[src/mdic_pkg.sv]
package mdic_pkg;
  localparam int unsigned           REG_W              = 16;
  localparam int unsigned           ADDR_W             = 7;
  localparam logic [ADDR_W-1:0]     CLOCK_CHECK_ADDR   = 7'h45;
  localparam logic [ADDR_W-1:0]     LOGIC_CHECK_ADDR   = 7'h46;
  localparam logic [REG_W-1:0]      REG_RESET          = 16'h0000;
  // clock_check_inject_cfg fields
  localparam int unsigned           SPARE_LSB          = 4;
  localparam int unsigned           SPARE_W            = 12;
  localparam int unsigned           FREQ_HIGH_BIT      = 3;
  localparam int unsigned           FREQ_LOW_BIT       = 2;
  localparam int unsigned           AUX_WD_BIT         = 1;
  localparam int unsigned           MAIN_WD_BIT        = 0;
  // logic_check_inject_cfg fields
  localparam int unsigned           PATTERN_LSB        = 8;
  localparam int unsigned           PATTERN_W          = 2;
  localparam int unsigned           GROUP_A_BIT        = 2;
  localparam int unsigned           GROUP_B_BIT        = 1;
  localparam int unsigned           PLAIN_IO_BIT       = 0;
  localparam logic [REG_W-1:0]      LOGIC_WRITE_MASK   = 16'h0307;
  localparam logic [PATTERN_W-1:0]  PATTERN_OFF        = 2'h0;
  // readback groups and pin counts
  localparam int unsigned           GPIO_FIELD_W       = 2;
  localparam int unsigned           GROUP_A_PINS       = 3;
  localparam int unsigned           GROUP_B_PINS       = 3;
  localparam int unsigned           PLAIN_IO_PINS      = 3;
  // propagation time of each forced fault, one flip-flop stage
  localparam int unsigned           PROP_NS            = 5;
  localparam int unsigned           CLK_PERIOD_NS      = 5;
  localparam int unsigned           PROP_CYCLES        = PROP_NS / CLK_PERIOD_NS;
endpackage

[src/mdic_readback_invert.sv]
`timescale 1ns/1ps
module mdic_readback_invert
  import mdic_pkg::*;
#(
  parameter int unsigned PINS = 3
) (
  input  wire logic                         invert_en_in,
  input  wire logic [PINS-1:0]              direction_out_in,
  input  wire logic [PINS*GPIO_FIELD_W-1:0] pin_value_in,
  output      logic [PINS*GPIO_FIELD_W-1:0] pin_value_out
);
  genvar i;
  generate
    for (i = 0; i < PINS; i++) begin : g_pin
      // inputs are never inverted, only pins driven as digital outputs
      assign pin_value_out[i*GPIO_FIELD_W +: GPIO_FIELD_W] =
        (invert_en_in && direction_out_in[i]) ? ~pin_value_in[i*GPIO_FIELD_W +: GPIO_FIELD_W]
                                              : pin_value_in[i*GPIO_FIELD_W +: GPIO_FIELD_W];
    end
  endgenerate
endmodule

[src/mdic_inject_cfg.sv]
`timescale 1ns/1ps
// Function
// RULE1: twelve spare read/write bits 15:4 of the clock register, no effect.
// RULE2: frequency-high inject with frequency monitor enabled forces frequency fault.
// RULE3: frequency-low inject with frequency monitor enabled forces frequency fault.
// RULE4: host never sets frequency-high and frequency-low injects together.
// RULE5: aux watchdog inject with that watchdog enabled forces its fault.
// RULE6: main clock watchdog inject with watchdog enabled forces its fault.
// RULE7: two-bit field selects checksum pattern; zero disables, 1..3 select patterns.
// RULE8: any nonzero checksum pattern forces the register-map checksum fault.
// RULE9: group-A inject inverts readback of group-A pins configured as outputs.
// RULE10: group-B inject inverts readback of group-B pins configured as outputs.
// RULE11: plain inject inverts readback of plain pins configured as outputs.
// RULE12: reserved logic register bits 15:10 and 7:3 read-only zero.
// RULE13: both registers reset to zero, all injections disabled.
// RULE14: injection with its monitor disabled forces no fault.
module mdic_inject_cfg
  import mdic_pkg::*;
(
  input  wire logic                                  clock_in,
  input  wire logic                                  sys_rst_in,
  // register port from the serial interface
  input  wire logic                                  reg_wr_en_in,
  input  wire logic [ADDR_W-1:0]                     reg_addr_in,
  input  wire logic [REG_W-1:0]                      reg_wr_data_in,
  output      logic                                  reg_hit_out,
  output      logic [REG_W-1:0]                      reg_rd_data_out,
  // monitor enables from the monitor configuration
  input  wire logic                                  main_clk_freq_monitor_en_in,
  input  wire logic                                  aux_osc_watchdog_en_in,
  input  wire logic                                  main_clk_watchdog_en_in,
  input  wire logic                                  regmap_checksum_monitor_en_in,
  // forcing requests to the monitors
  output      logic                                  main_clk_freq_fault_flag_out,
  output      logic                                  aux_osc_watchdog_fault_flag_out,
  output      logic                                  main_clk_watchdog_fault_flag_out,
  output      logic                                  regmap_checksum_fault_flag_out,
  output      logic [PATTERN_W-1:0]                  checksum_inject_pattern_sel_out,
  // gpio readback path
  input  wire logic [GROUP_A_PINS-1:0]               group_a_pin_direction_in,
  input  wire logic [GROUP_A_PINS*GPIO_FIELD_W-1:0]  group_a_pin_value_in,
  output      logic [GROUP_A_PINS*GPIO_FIELD_W-1:0]  group_a_pin_value_out,
  input  wire logic [GROUP_B_PINS-1:0]               group_b_pin_direction_in,
  input  wire logic [GROUP_B_PINS*GPIO_FIELD_W-1:0]  group_b_pin_value_in,
  output      logic [GROUP_B_PINS*GPIO_FIELD_W-1:0]  group_b_pin_value_out,
  input  wire logic [PLAIN_IO_PINS-1:0]              plain_io_pin_direction_in,
  input  wire logic [PLAIN_IO_PINS*GPIO_FIELD_W-1:0] plain_io_pin_value_in,
  output      logic [PLAIN_IO_PINS*GPIO_FIELD_W-1:0] plain_io_pin_value_out
);

  // stored registers
  logic [REG_W-1:0]     clock_check_inject_cfg_r;
  logic [REG_W-1:0]     logic_check_inject_cfg_r;

  // decoded fields
  logic                 freq_high_inject_en;
  logic                 freq_low_inject_en;
  logic                 aux_osc_watchdog_inject_en;
  logic                 main_clk_watchdog_inject_en;
  logic [PATTERN_W-1:0] checksum_inject_pattern_sel;
  logic                 group_a_readback_invert_en;
  logic                 group_b_readback_invert_en;
  logic                 plain_io_readback_invert_en;
  logic [SPARE_W-1:0]   spare_bits;

  // address decode
  logic                 addr_clock_sel;
  logic                 addr_logic_sel;
  logic                 clock_wr_sel;
  logic                 logic_wr_sel;

  // force requests ahead of the flag flops
  logic                 freq_force_req;
  logic                 aux_wd_force_req;
  logic                 main_wd_force_req;
  logic                 checksum_force_req;

  // read images with reserved positions tied low
  logic [REG_W-1:0]     clock_rd_image;
  logic [REG_W-1:0]     logic_rd_image;

  // one decode shared by the write strobes, the hit flag and the read mux
  assign addr_clock_sel = (reg_addr_in == CLOCK_CHECK_ADDR);
  assign addr_logic_sel = (reg_addr_in == LOGIC_CHECK_ADDR);
  assign clock_wr_sel   = reg_wr_en_in && addr_clock_sel;
  assign logic_wr_sel   = reg_wr_en_in && addr_logic_sel;
  assign spare_bits     = clock_check_inject_cfg_r[SPARE_LSB +: SPARE_W]; // [RULE1]

  // spare bits are stored whole so the checksum sees them
  always_ff @(posedge clock_in) begin
    if (sys_rst_in) begin
      clock_check_inject_cfg_r <= REG_RESET; // [RULE13]
    end else if (clock_wr_sel) begin
      clock_check_inject_cfg_r <= reg_wr_data_in; // [RULE1]
    end
  end

  always_ff @(posedge clock_in) begin
    if (sys_rst_in) begin
      logic_check_inject_cfg_r <= REG_RESET; // [RULE13]
    end else if (logic_wr_sel) begin
      logic_check_inject_cfg_r <= reg_wr_data_in & LOGIC_WRITE_MASK; // [RULE12]
    end
  end

  assign freq_high_inject_en         = clock_check_inject_cfg_r[FREQ_HIGH_BIT];
  assign freq_low_inject_en          = clock_check_inject_cfg_r[FREQ_LOW_BIT];
  assign aux_osc_watchdog_inject_en  = clock_check_inject_cfg_r[AUX_WD_BIT];
  assign main_clk_watchdog_inject_en = clock_check_inject_cfg_r[MAIN_WD_BIT];
  assign checksum_inject_pattern_sel = logic_check_inject_cfg_r[PATTERN_LSB +: PATTERN_W]; // [RULE7]
  assign group_a_readback_invert_en  = logic_check_inject_cfg_r[GROUP_A_BIT];
  assign group_b_readback_invert_en  = logic_check_inject_cfg_r[GROUP_B_BIT];
  assign plain_io_readback_invert_en = logic_check_inject_cfg_r[PLAIN_IO_BIT];

  assign reg_hit_out = addr_clock_sel || addr_logic_sel;

  // spare bits only feed the readback, so the checksum covers them
  always_comb begin
    clock_rd_image                           = REG_RESET;
    clock_rd_image[SPARE_LSB +: SPARE_W]     = spare_bits; // [RULE1]
    clock_rd_image[FREQ_HIGH_BIT]            = freq_high_inject_en;
    clock_rd_image[FREQ_LOW_BIT]             = freq_low_inject_en;
    clock_rd_image[AUX_WD_BIT]               = aux_osc_watchdog_inject_en;
    clock_rd_image[MAIN_WD_BIT]              = main_clk_watchdog_inject_en;
  end

  // a stray stored bit in a reserved position can never leak out
  always_comb begin
    logic_rd_image                           = REG_RESET; // [RULE12]
    logic_rd_image[PATTERN_LSB +: PATTERN_W] = checksum_inject_pattern_sel; // [RULE7]
    logic_rd_image[GROUP_A_BIT]              = group_a_readback_invert_en;
    logic_rd_image[GROUP_B_BIT]              = group_b_readback_invert_en;
    logic_rd_image[PLAIN_IO_BIT]             = plain_io_readback_invert_en;
  end

  always_comb begin
    if (addr_clock_sel) begin
      reg_rd_data_out = clock_rd_image;
    end else if (addr_logic_sel) begin
      reg_rd_data_out = logic_rd_image; // [RULE12]
    end else begin
      reg_rd_data_out = REG_RESET;
    end
  end

  // both frequency injects together are a host error; either still forces the flag
  assign freq_force_req     = main_clk_freq_monitor_en_in &&
                              (freq_high_inject_en || freq_low_inject_en); // [RULE2] [RULE3] [RULE14]
  assign aux_wd_force_req   = aux_osc_watchdog_en_in && aux_osc_watchdog_inject_en; // [RULE5] [RULE14]
  assign main_wd_force_req  = main_clk_watchdog_en_in && main_clk_watchdog_inject_en; // [RULE6] [RULE14]
  // all three patterns are equally valid, so any nonzero value forces the flag
  assign checksum_force_req = regmap_checksum_monitor_en_in &&
                              (checksum_inject_pattern_sel != PATTERN_OFF); // [RULE8] [RULE14]

  // flags registered once: PROP_CYCLES after the register update
  always_ff @(posedge clock_in) begin
    if (sys_rst_in) begin
      main_clk_freq_fault_flag_out <= 1'b0;
    end else begin
      main_clk_freq_fault_flag_out <= freq_force_req; // [RULE2] [RULE3]
    end
  end

  always_ff @(posedge clock_in) begin
    if (sys_rst_in) begin
      aux_osc_watchdog_fault_flag_out <= 1'b0;
    end else begin
      aux_osc_watchdog_fault_flag_out <= aux_wd_force_req; // [RULE5]
    end
  end

  always_ff @(posedge clock_in) begin
    if (sys_rst_in) begin
      main_clk_watchdog_fault_flag_out <= 1'b0;
    end else begin
      main_clk_watchdog_fault_flag_out <= main_wd_force_req; // [RULE6]
    end
  end

  always_ff @(posedge clock_in) begin
    if (sys_rst_in) begin
      regmap_checksum_fault_flag_out <= 1'b0;
    end else begin
      regmap_checksum_fault_flag_out <= checksum_force_req; // [RULE8]
    end
  end

  // pattern copy lines up with the checksum flag so the checker sees both together
  always_ff @(posedge clock_in) begin
    if (sys_rst_in) begin
      checksum_inject_pattern_sel_out <= PATTERN_OFF;
    end else begin
      checksum_inject_pattern_sel_out <= checksum_inject_pattern_sel; // [RULE7]
    end
  end

  // readback path is combinational so a read sees the inversion at once
  mdic_readback_invert #(.PINS(GROUP_A_PINS)) u_group_a ( // [RULE9]
    .invert_en_in     (group_a_readback_invert_en),
    .direction_out_in (group_a_pin_direction_in),
    .pin_value_in     (group_a_pin_value_in),
    .pin_value_out    (group_a_pin_value_out)
  );

  mdic_readback_invert #(.PINS(GROUP_B_PINS)) u_group_b ( // [RULE10]
    .invert_en_in     (group_b_readback_invert_en),
    .direction_out_in (group_b_pin_direction_in),
    .pin_value_in     (group_b_pin_value_in),
    .pin_value_out    (group_b_pin_value_out)
  );

  mdic_readback_invert #(.PINS(PLAIN_IO_PINS)) u_plain_io ( // [RULE11]
    .invert_en_in     (plain_io_readback_invert_en),
    .direction_out_in (plain_io_pin_direction_in),
    .pin_value_in     (plain_io_pin_value_in),
    .pin_value_out    (plain_io_pin_value_out)
  );

endmodule

[config.mk]
export PLATFORM = sky130hd
export DESIGN_NAME = mdic_inject_cfg
export DESIGN_NICKNAME = d
export VERILOG_FILES = /design/src/mdic_pkg.sv /design/src/mdic_readback_invert.sv /design/src/mdic_inject_cfg.sv
export SDC_FILE = /design/constraint.sdc
export NUM_CORES = 1
export LEC_CHECK = 0
export BUFFER_PORTS_ARGS = -buffer_cell sky130_fd_sc_hd__buf_2
export CELL_PAD_IN_SITES_DETAIL_PLACEMENT = 0
export CELL_PAD_IN_SITES_GLOBAL_PLACEMENT = 1
export CORE_ASPECT_RATIO = 0.5
export CORE_MARGIN = 4
export CORE_UTILIZATION = 30
export CTS_BUF_LIST = sky130_fd_sc_hd__clkbuf_2 sky130_fd_sc_hd__clkbuf_4 sky130_fd_sc_hd__clkbuf_8
export DETAILED_ROUTE_END_ITERATION = 6
export HOLD_SLACK_MARGIN = 0.05
export PLACE_DENSITY = 0.92
export SETUP_SLACK_MARGIN = 0.02
export SKIP_LAST_GASP = 1
export SLEW_MARGIN = 40
export SYNTH_ARGS = -nofsm -noshare
export SYNTH_HDL_FRONTEND = slang
export SYNTH_SLANG_ARGS = --single-unit
[constraint.sdc]
create_clock -name clock_in -period 1.8 [get_ports clock_in]
set_input_delay 0.36 -clock clock_in [delete_from_list [all_inputs] [get_ports clock_in]]
set_output_delay 0.36 -clock clock_in [all_outputs]
set_load 0.05 [all_outputs]
==> results.md, run 1 <==
- Antenna violations before repair: 0
- Skew-Pair Late Insertion Delay: 0.27 ns
- Via count of the first global-routing pass: 1490
- Final period util: 95.5%
- Sequential-to-total area share from yosys stat: 36.2%
- Finished Layout Cells: 322
- Post-layout minimum cycle time: ~1.7 ns
- Slew HR: 68.4%
- Post-synth EDFFs: 0
- H-tree depth: 1
- Die Span X: 108 um
- Most Crowded Layer GR: met2
- Slowest stage delay, CP: 0.31 ns
- Clock Skews: between 0.0003 and 0.0004 ns
- Mux share of post-synthesis cell area: 14.1%
- Layout net count: 314
- Final setup viols: 0
- Top_reg_cell synth: dfxtp_1
- Clock-pin slew on the worst setup and hold paths: ~0.090 ns
- Finished Core Util: a little under half
- RSZ-0062 raised after global routing: true
- Final Hold Fails: 0
- Area Overhead vs Synth: 41.6%
- Largest family of logic cells by synthesized area: simple AND/OR/NAND/NOR gates
- Number of buffers created by CTS: 3
- CTS Hold Bufs: 0
- TritonCTS Sinks: 27
- All-Layer GR Usage: 12.5%
- Grt met1 use: 13.8%
- DRC Markers: 0
- XOR/XNOR Fraction of Synth Area: 10.6%
- GR Layer Usage met2: about 25%
- Placed Cells incl. Taps: around 320
- Area leader, netlist: dfxtp_1
- Static leakage: 0.000988 uW
- FFs w/ async S/R, synth: 0%
- Synthesized Nets: 220
- Post-route worst setup slack: 0.0816 ns
- Dpl ws: ~0.057 ns
- Storage element area: 541 um2
- Worst EP arrival: 1.36 ns
- Vias after detailed routing: 1417
- Slew @ Worst Pin: 0.473 ns
- Synthesized instance count: 163
- Ys Warns: 0
- Worst-path cell chain: buf_2, and4bb_1, buf_12, and3_2, buf_2
- CP top delay family: buffers and inverters
- Core box area: ~0.0046 mm2
- TritonRoute pass-1 iters: 4
- Top cells by count, synth: nand2b_1, dfxtp_1, mux2i_1
- Area of the multi-input gates: ~900 um2
- PortBufs: 97
- WL/cell: between 10 and 15 um
- CTS tree: built
- Worst Path Buf+Inv: 3
- Initial Util: about a third
- Top-area cell type share of the netlist area: 36.2%
- Io pins: between 90 and 100
- Max FO, Critical Path: 19
- Peak VDD IR: 0.000270 V
- Total Power: 1180 uW
- FILL cells: about 440
- Count leader, synth: nand2b_1
- Row cnt: 17
- Simple-gate area share of the yosys netlist: between 30 and 40%
- WP data required: 1.44 ns
- CP Launch Type: input port
- Crit path kind: in -> out
- Placer Congestion: 0.699
- Netlist Area Pre-Place: 0.00149 mm2
- Max Cap Viol: 0
- Synthesized area per cell: 9.16 um2
- Largest net degree at the start of global routing: 41
- Hold WS: 0.301 ns
- Status: finished, final reports clean
- Compound-Gate Fraction of Synth Area: under 10%
- Maximum buffer depth of the clock tree: 2
- Total Wirelength: roughly 3900 um
- Die area: 0.00624 mm2
- First-pass GRT wire length: 6470 um
- Yosys cell types: 21
- Global route overflow: 0
- Post-DP HPWL: 3140 um
- Antenna Cells: 0
- Drt via density: between 4 and 5
- Die height: a little under 60 um
- DRT antenna net count: 0
- M3 GR Usage: approximately 2.2%
- Layout cells sized above 1: 48.0%
- Cell mode on critical path: buf_2
- Post-CTS Setup Inserts: 0
- Clk root buf: clkbuf_8
- Cell Pwr Density: around 560 mW/mm2
- Initial DRC count: 57
- Flops & latches, synth: 27
- Slowest-stage cell, CP: and4bb_1
- Fmax: 582 MHz
- Post-synthesis adder-cell area fraction: 0%
- Synth area leaders: dfxtp_1, nand2b_1, mux2i_1
- Max Transition Viols Final: 0
- Worst Setup End Kind: output pin
- Hold crit path type: in -> reg
## worst paths after layout
| path | to | cells past startpoint | from | slack, ns |
|---|---|---|---|---|
| hold / removal | main_clk_watchdog_fault_flag_out | 3 | main_clk_watchdog_en_in | 0.30 |
| setup reg to reg | logic_check_inject_cfg_r[1] | 2 | logic_check_inject_cfg_r[1] | 1.08 |
| setup / recovery | reg_rd_data_out[15] | 5 | reg_addr_in[3] | 0.08 |
| hold reg to reg | main_clk_watchdog_fault_flag_out | 2 | clock_check_inject_cfg_r[0] | 0.46 |
## flip-flops by register name (all words and copies together) (netlist names)
| register | cells |
|---|---|
| main_clk_watchdog_fault_flag_out | 1 |
| regmap_checksum_fault_flag_out | 1 |
| main_clk_freq_fault_flag_out | 1 |
| checksum_inject_pattern_sel_out | 2 |
| aux_osc_watchdog_fault_flag_out | 1 |
| logic_check_inject_cfg_r | 5 |
| clock_check_inject_cfg_r | 16 |
## worst reg2reg max path, stage by stage (launching register included)
cell      delay, ns
dfxtp_1        0.43
nand2b_1       0.08
mux2i_1        0.15
## layout make-up
class / instances / share of cell area [%]
multi-input cells: 124 / 42.6
flip-flops and latches: 27 / 25.6
repair buffers: 99 / 25.3
well taps: 66 / 3.91
clock buffers: 3 / 1.95
inverters: 2 / 0.355
clock inverters: 1 / 0.237
## per-stage QoR
stage,cell area (um2),setup TNS (ns)
floorplan,1520,-0.00208
global placement,2040,0
detailed placement,2040,0
CTS,2090,0
global route,2110,0
finish,2110,0
## kinds of logic (layout without fill, tap and decap cells)
kind of cell,Yosys count,count (layout)
and+or+nand+nor,79,79
DFF,27,27
muxes,21,21
xor gates and xnor gates,18,18
buffers and inverters,12,105
AOI/OAI and AO/OA,6,6
## routing by layer
metal  share of wire [%]  routed length, um
met1                  39               1530
met2                  54               2090
met3                 5.4                209
met4                 1.2                 48
met5                   0                  0
## cell usage in the layout (no fill, tap or decap), drive strengths merged
cell type  count
buf           90
nand2b        37
dfxtp         27
mux2i         21
xnor2         18
and3          13
nand2         12
clkbuf        12
nor2          11
a22oi          5
inv            2
nand3          2
nor3b          2
and4bb         2
a21boi         1
clkinv         1
## report_power, final
group	internal (uW)	switching (uW)
clock network	155	188
logic	95.4	140
registers	598	0.749
## repair_timing
action	4_1_cts	5_1_grt
setup endpoints to repair	0	9
resized for setup	0	9
endpoints found under the hold margin	0	0
(Power assumes the default switching activity.)
==> run 2, diff against run 1 <==
CORE_UTILIZATION = 29   (was 30)
CTS_BUF_LIST = not set   (was sky130_fd_sc_hd__clkbuf_2 sky130_fd_sc_hd__clkbuf_4 sky130_fd_sc_hd__clkbuf_8)
PLACE_DENSITY = 0.9   (was 0.92)
RECOVER_POWER = 50   (was not set)
==> run 2 against run 1 <==
Effect of this change:
- worst setup slack got worse by 0.021 ns
- sequential power about the same
- flip-flop and latch count unchanged
- clock power decreased by 3%
- critical path depth unchanged
- final area increased by 0.12%
- first-iteration DRC count decreased by 58%
- clock-buffer cell count increased by 1
- register-to-register slack improved by 0.02 ns
- power decreased by 0.69%
- largest cell class unchanged
- highest routed layer unchanged
==> results.md, run 2 (synthesis gave the netlist of run 1 again) <==
- Placed Cells incl. Taps: 322 (+1.3%)
- TritonRoute pass-1 iters: 3 (-1)
- Worst EP arrival: 1.38 ns (+0.02 ns)
- Maximum buffer depth of the clock tree: 2 (unchanged)
- Final period util: 96.6% (+1.1 points)
- Storage element area: 541 um2 (unchanged)
- Crit path kind: in -> out
- Post-CTS Setup Inserts: 0 (unchanged)
- Routed wl met2: 2080 um (-0.67%)
- WL/cell: 11.8 um (-1.7%)
- Max Transition Viols Final: 0 (unchanged)
- Placer Congestion: 0.750 (+7.2%)
- Cell Pwr Density: 553 mW/mm2 (-0.81%)
- Clock-pin slew on the worst setup and hold paths: 0.08 ns (about the same)
- CTS tree: built
- Area of the multi-input gates: 901 um2 (unchanged)
- Layout cells sized above 1: 44.9% (-3.1 points)
- Met3 routed WL: 202 um (-3.3%)
- Crit Reg-Reg Startpoint: logic_check_inject_cfg_r[1]
- Global route overflow: 0 (unchanged)
- Total Wirelength: 3860 um (-0.46%)
- Initial DRC count: 24 (-58%)
- Initial Util: 30.1% (-2.4 points)
- H-tree depth: 1 (unchanged)
- M1 WL: 1570 um (+2.4%)
- Reg2reg path depth: 2 (unchanged)
- Most frequent cells in the layout: buf_2, nand2b_1, dfxtp_1
- Max Cap Viol: 0 (unchanged)
- Largest regs: clock_check_inject_cfg_r x16, logic_check_inject_cfg_r x5, checksum_inject_pattern_sel_out x2
- Final setup viols: 0 (unchanged)
- R2R Setup Slk: 1.10 ns (+0.02 ns)
- Finished Core Util: 42.7% (-3.3 points)
- Skew-Pair Late Insertion Delay: 0.27 ns (about the same)
- Max FO, Critical Path: 19 (unchanged)
- Most flops, register: clock_check_inject_cfg_r
- Slowest-stage cell, CP: and4bb_1
- Status: finished, final reports clean
- Vias after detailed routing: 1426 (+0.64%)
- Clock Skews: 0.00218 ns (+0.00182 ns)
- Post-layout minimum cycle time: 1.74 ns (+0.0207 ns)
- Antenna Cells: 0 (unchanged)
- Worst Hold Path EP: main_clk_watchdog_fault_flag_out
- Number of buffers created by CTS: 3 (unchanged)
- TritonCTS Sinks: 27 (unchanged)
- Cell mode on critical path: buf_2
- Via count of the first global-routing pass: 1416 (-5.0%)
- Post-DP HPWL: 3120 um (-0.56%)
- Layout net count: 314 (unchanged)
- Die area: 0.00643 mm2 (+3.1%)
- Antenna violations before repair: 0 (unchanged)
- Io pins: 98 (unchanged)
- Largest net degree at the start of global routing: 41 (unchanged)
- Die Span X: 109 um (+1.6%)
- Max FFs per register: 16 (unchanged)
- PortBufs: 97 (unchanged)
- Row cnt: 18 (+1)
- Static leakage: 0.000956 uW (-3.3%)
- CP Launch Type: input port
- Fmax: 575 MHz (-1.2%)
- Area Overhead vs Synth: 41.7%
- Die height: 58.7 um (+1.5%)
- Slowest stage delay, CP: 0.31 ns (about the same)
- DRT antenna net count: 0 (unchanged)
- Slew @ Worst Pin: 1.15 ns (+0.681 ns)
- HP Start: main_clk_watchdog_en_in
- CTS Hold Bufs: 0 (unchanged)
- DRC Markers: 0 (unchanged)
- Worst-path cell chain: buf_2, and4bb_1, buf_12, and3_2, buf_2
- Final Hold Fails: 0 (unchanged)
- Worst Setup End Kind: output pin
- Post-CTS Resized: 0 (unchanged)
- RSZ-0062 raised after global routing: true
- FILL cells: 496 (+12%)
- WP data required: 1.44 ns (about the same)
- Core box area: 0.00495 mm2 (+7.8%)
- Peak VDD IR: 0.000278 V (+2.8%)
- All-Layer GR Usage: 11.3% (-1.2 points)
- Clk root buf: clkbuf_8
- Drt via density: 4.37 (-0.60%)
- Post-route worst setup slack: 0.0610 ns (-0.0207 ns)
- Slew HR: 23.1% (-45 points)
- Dpl ws: 0.0370 ns (-0.0203 ns)
- Hold path depth: 3 (unchanged)
- Hold crit path type: in -> reg
- Max layer used: met4
- Worst r2r dst: logic_check_inject_cfg_r[1]
- First-pass GRT wire length: 5850 um (-9.6%)
- Commonest non-fill, non-tap cell in the layout: buf_2
- Finished Layout Cells: 326 (+1.2%)
[run 2: how the worst max path moves through the flow]
stage | from | to | slack (ns) | cells past startpoint
final | reg_addr_in[3] | reg_rd_data_out[14] | 0.06 | 5
after detailed placement | reg_addr_in[3] | reg_rd_data_out[2] | 0.04 | 6
after CTS | reg_addr_in[3] | reg_rd_data_out[2] | 0.02 | 6
after global placement | reg_addr_in[3] | reg_rd_data_out[4] | 0.06 | 5
after floorplan | reg_addr_in[3] | reg_hit_out | -0.002 | 5
after global routing | reg_addr_in[3] | reg_rd_data_out[1] | 0.006 | 6
[run 2: cell type report]
cell class,instances,share of cell area [%]
inverters,2,0.355
well taps,70,4.14
clock buffers,4,2.13
repair buffers,99,25.3
multi-input cells,124,42.6
flip-flops and latches,27,25.5
[run 2: power breakdown]
group	leakage [uW]	internal, uW	total [uW]	switching, uW
clock	0.0000228	158	334	176
sequential	0.000217	598	599	0.720
combinational	0.000716	95.6	237	141
[run 2: metrics by stage]
stage	cell area, um2	hold slack (ns)	power, uW	setup TNS [ns]
6_report	2120	0.312	1170	0
5_1_grt	2120	0.318	1220	0
4_1_cts	2090	0.306	1190	0
3_5_place_dp	2050	0.458	852	0
3_3_place_gp	2050	0.446	848	0
2_1_floorplan	1520	0.424	756	-0.00208
[run 2: worst max-delay path: cells and delay by family]
kind	cells	cell delay [ns]
buf+inv	3	0.51
simple gates	2	0.49
[run 2: layer usage]
metal	vias to the layer above	global-route usage, %
li1	724	-
met1	669	12.5
met2	31	22.4
met3	2	2.52
met4	0	1.95
met5	-	0
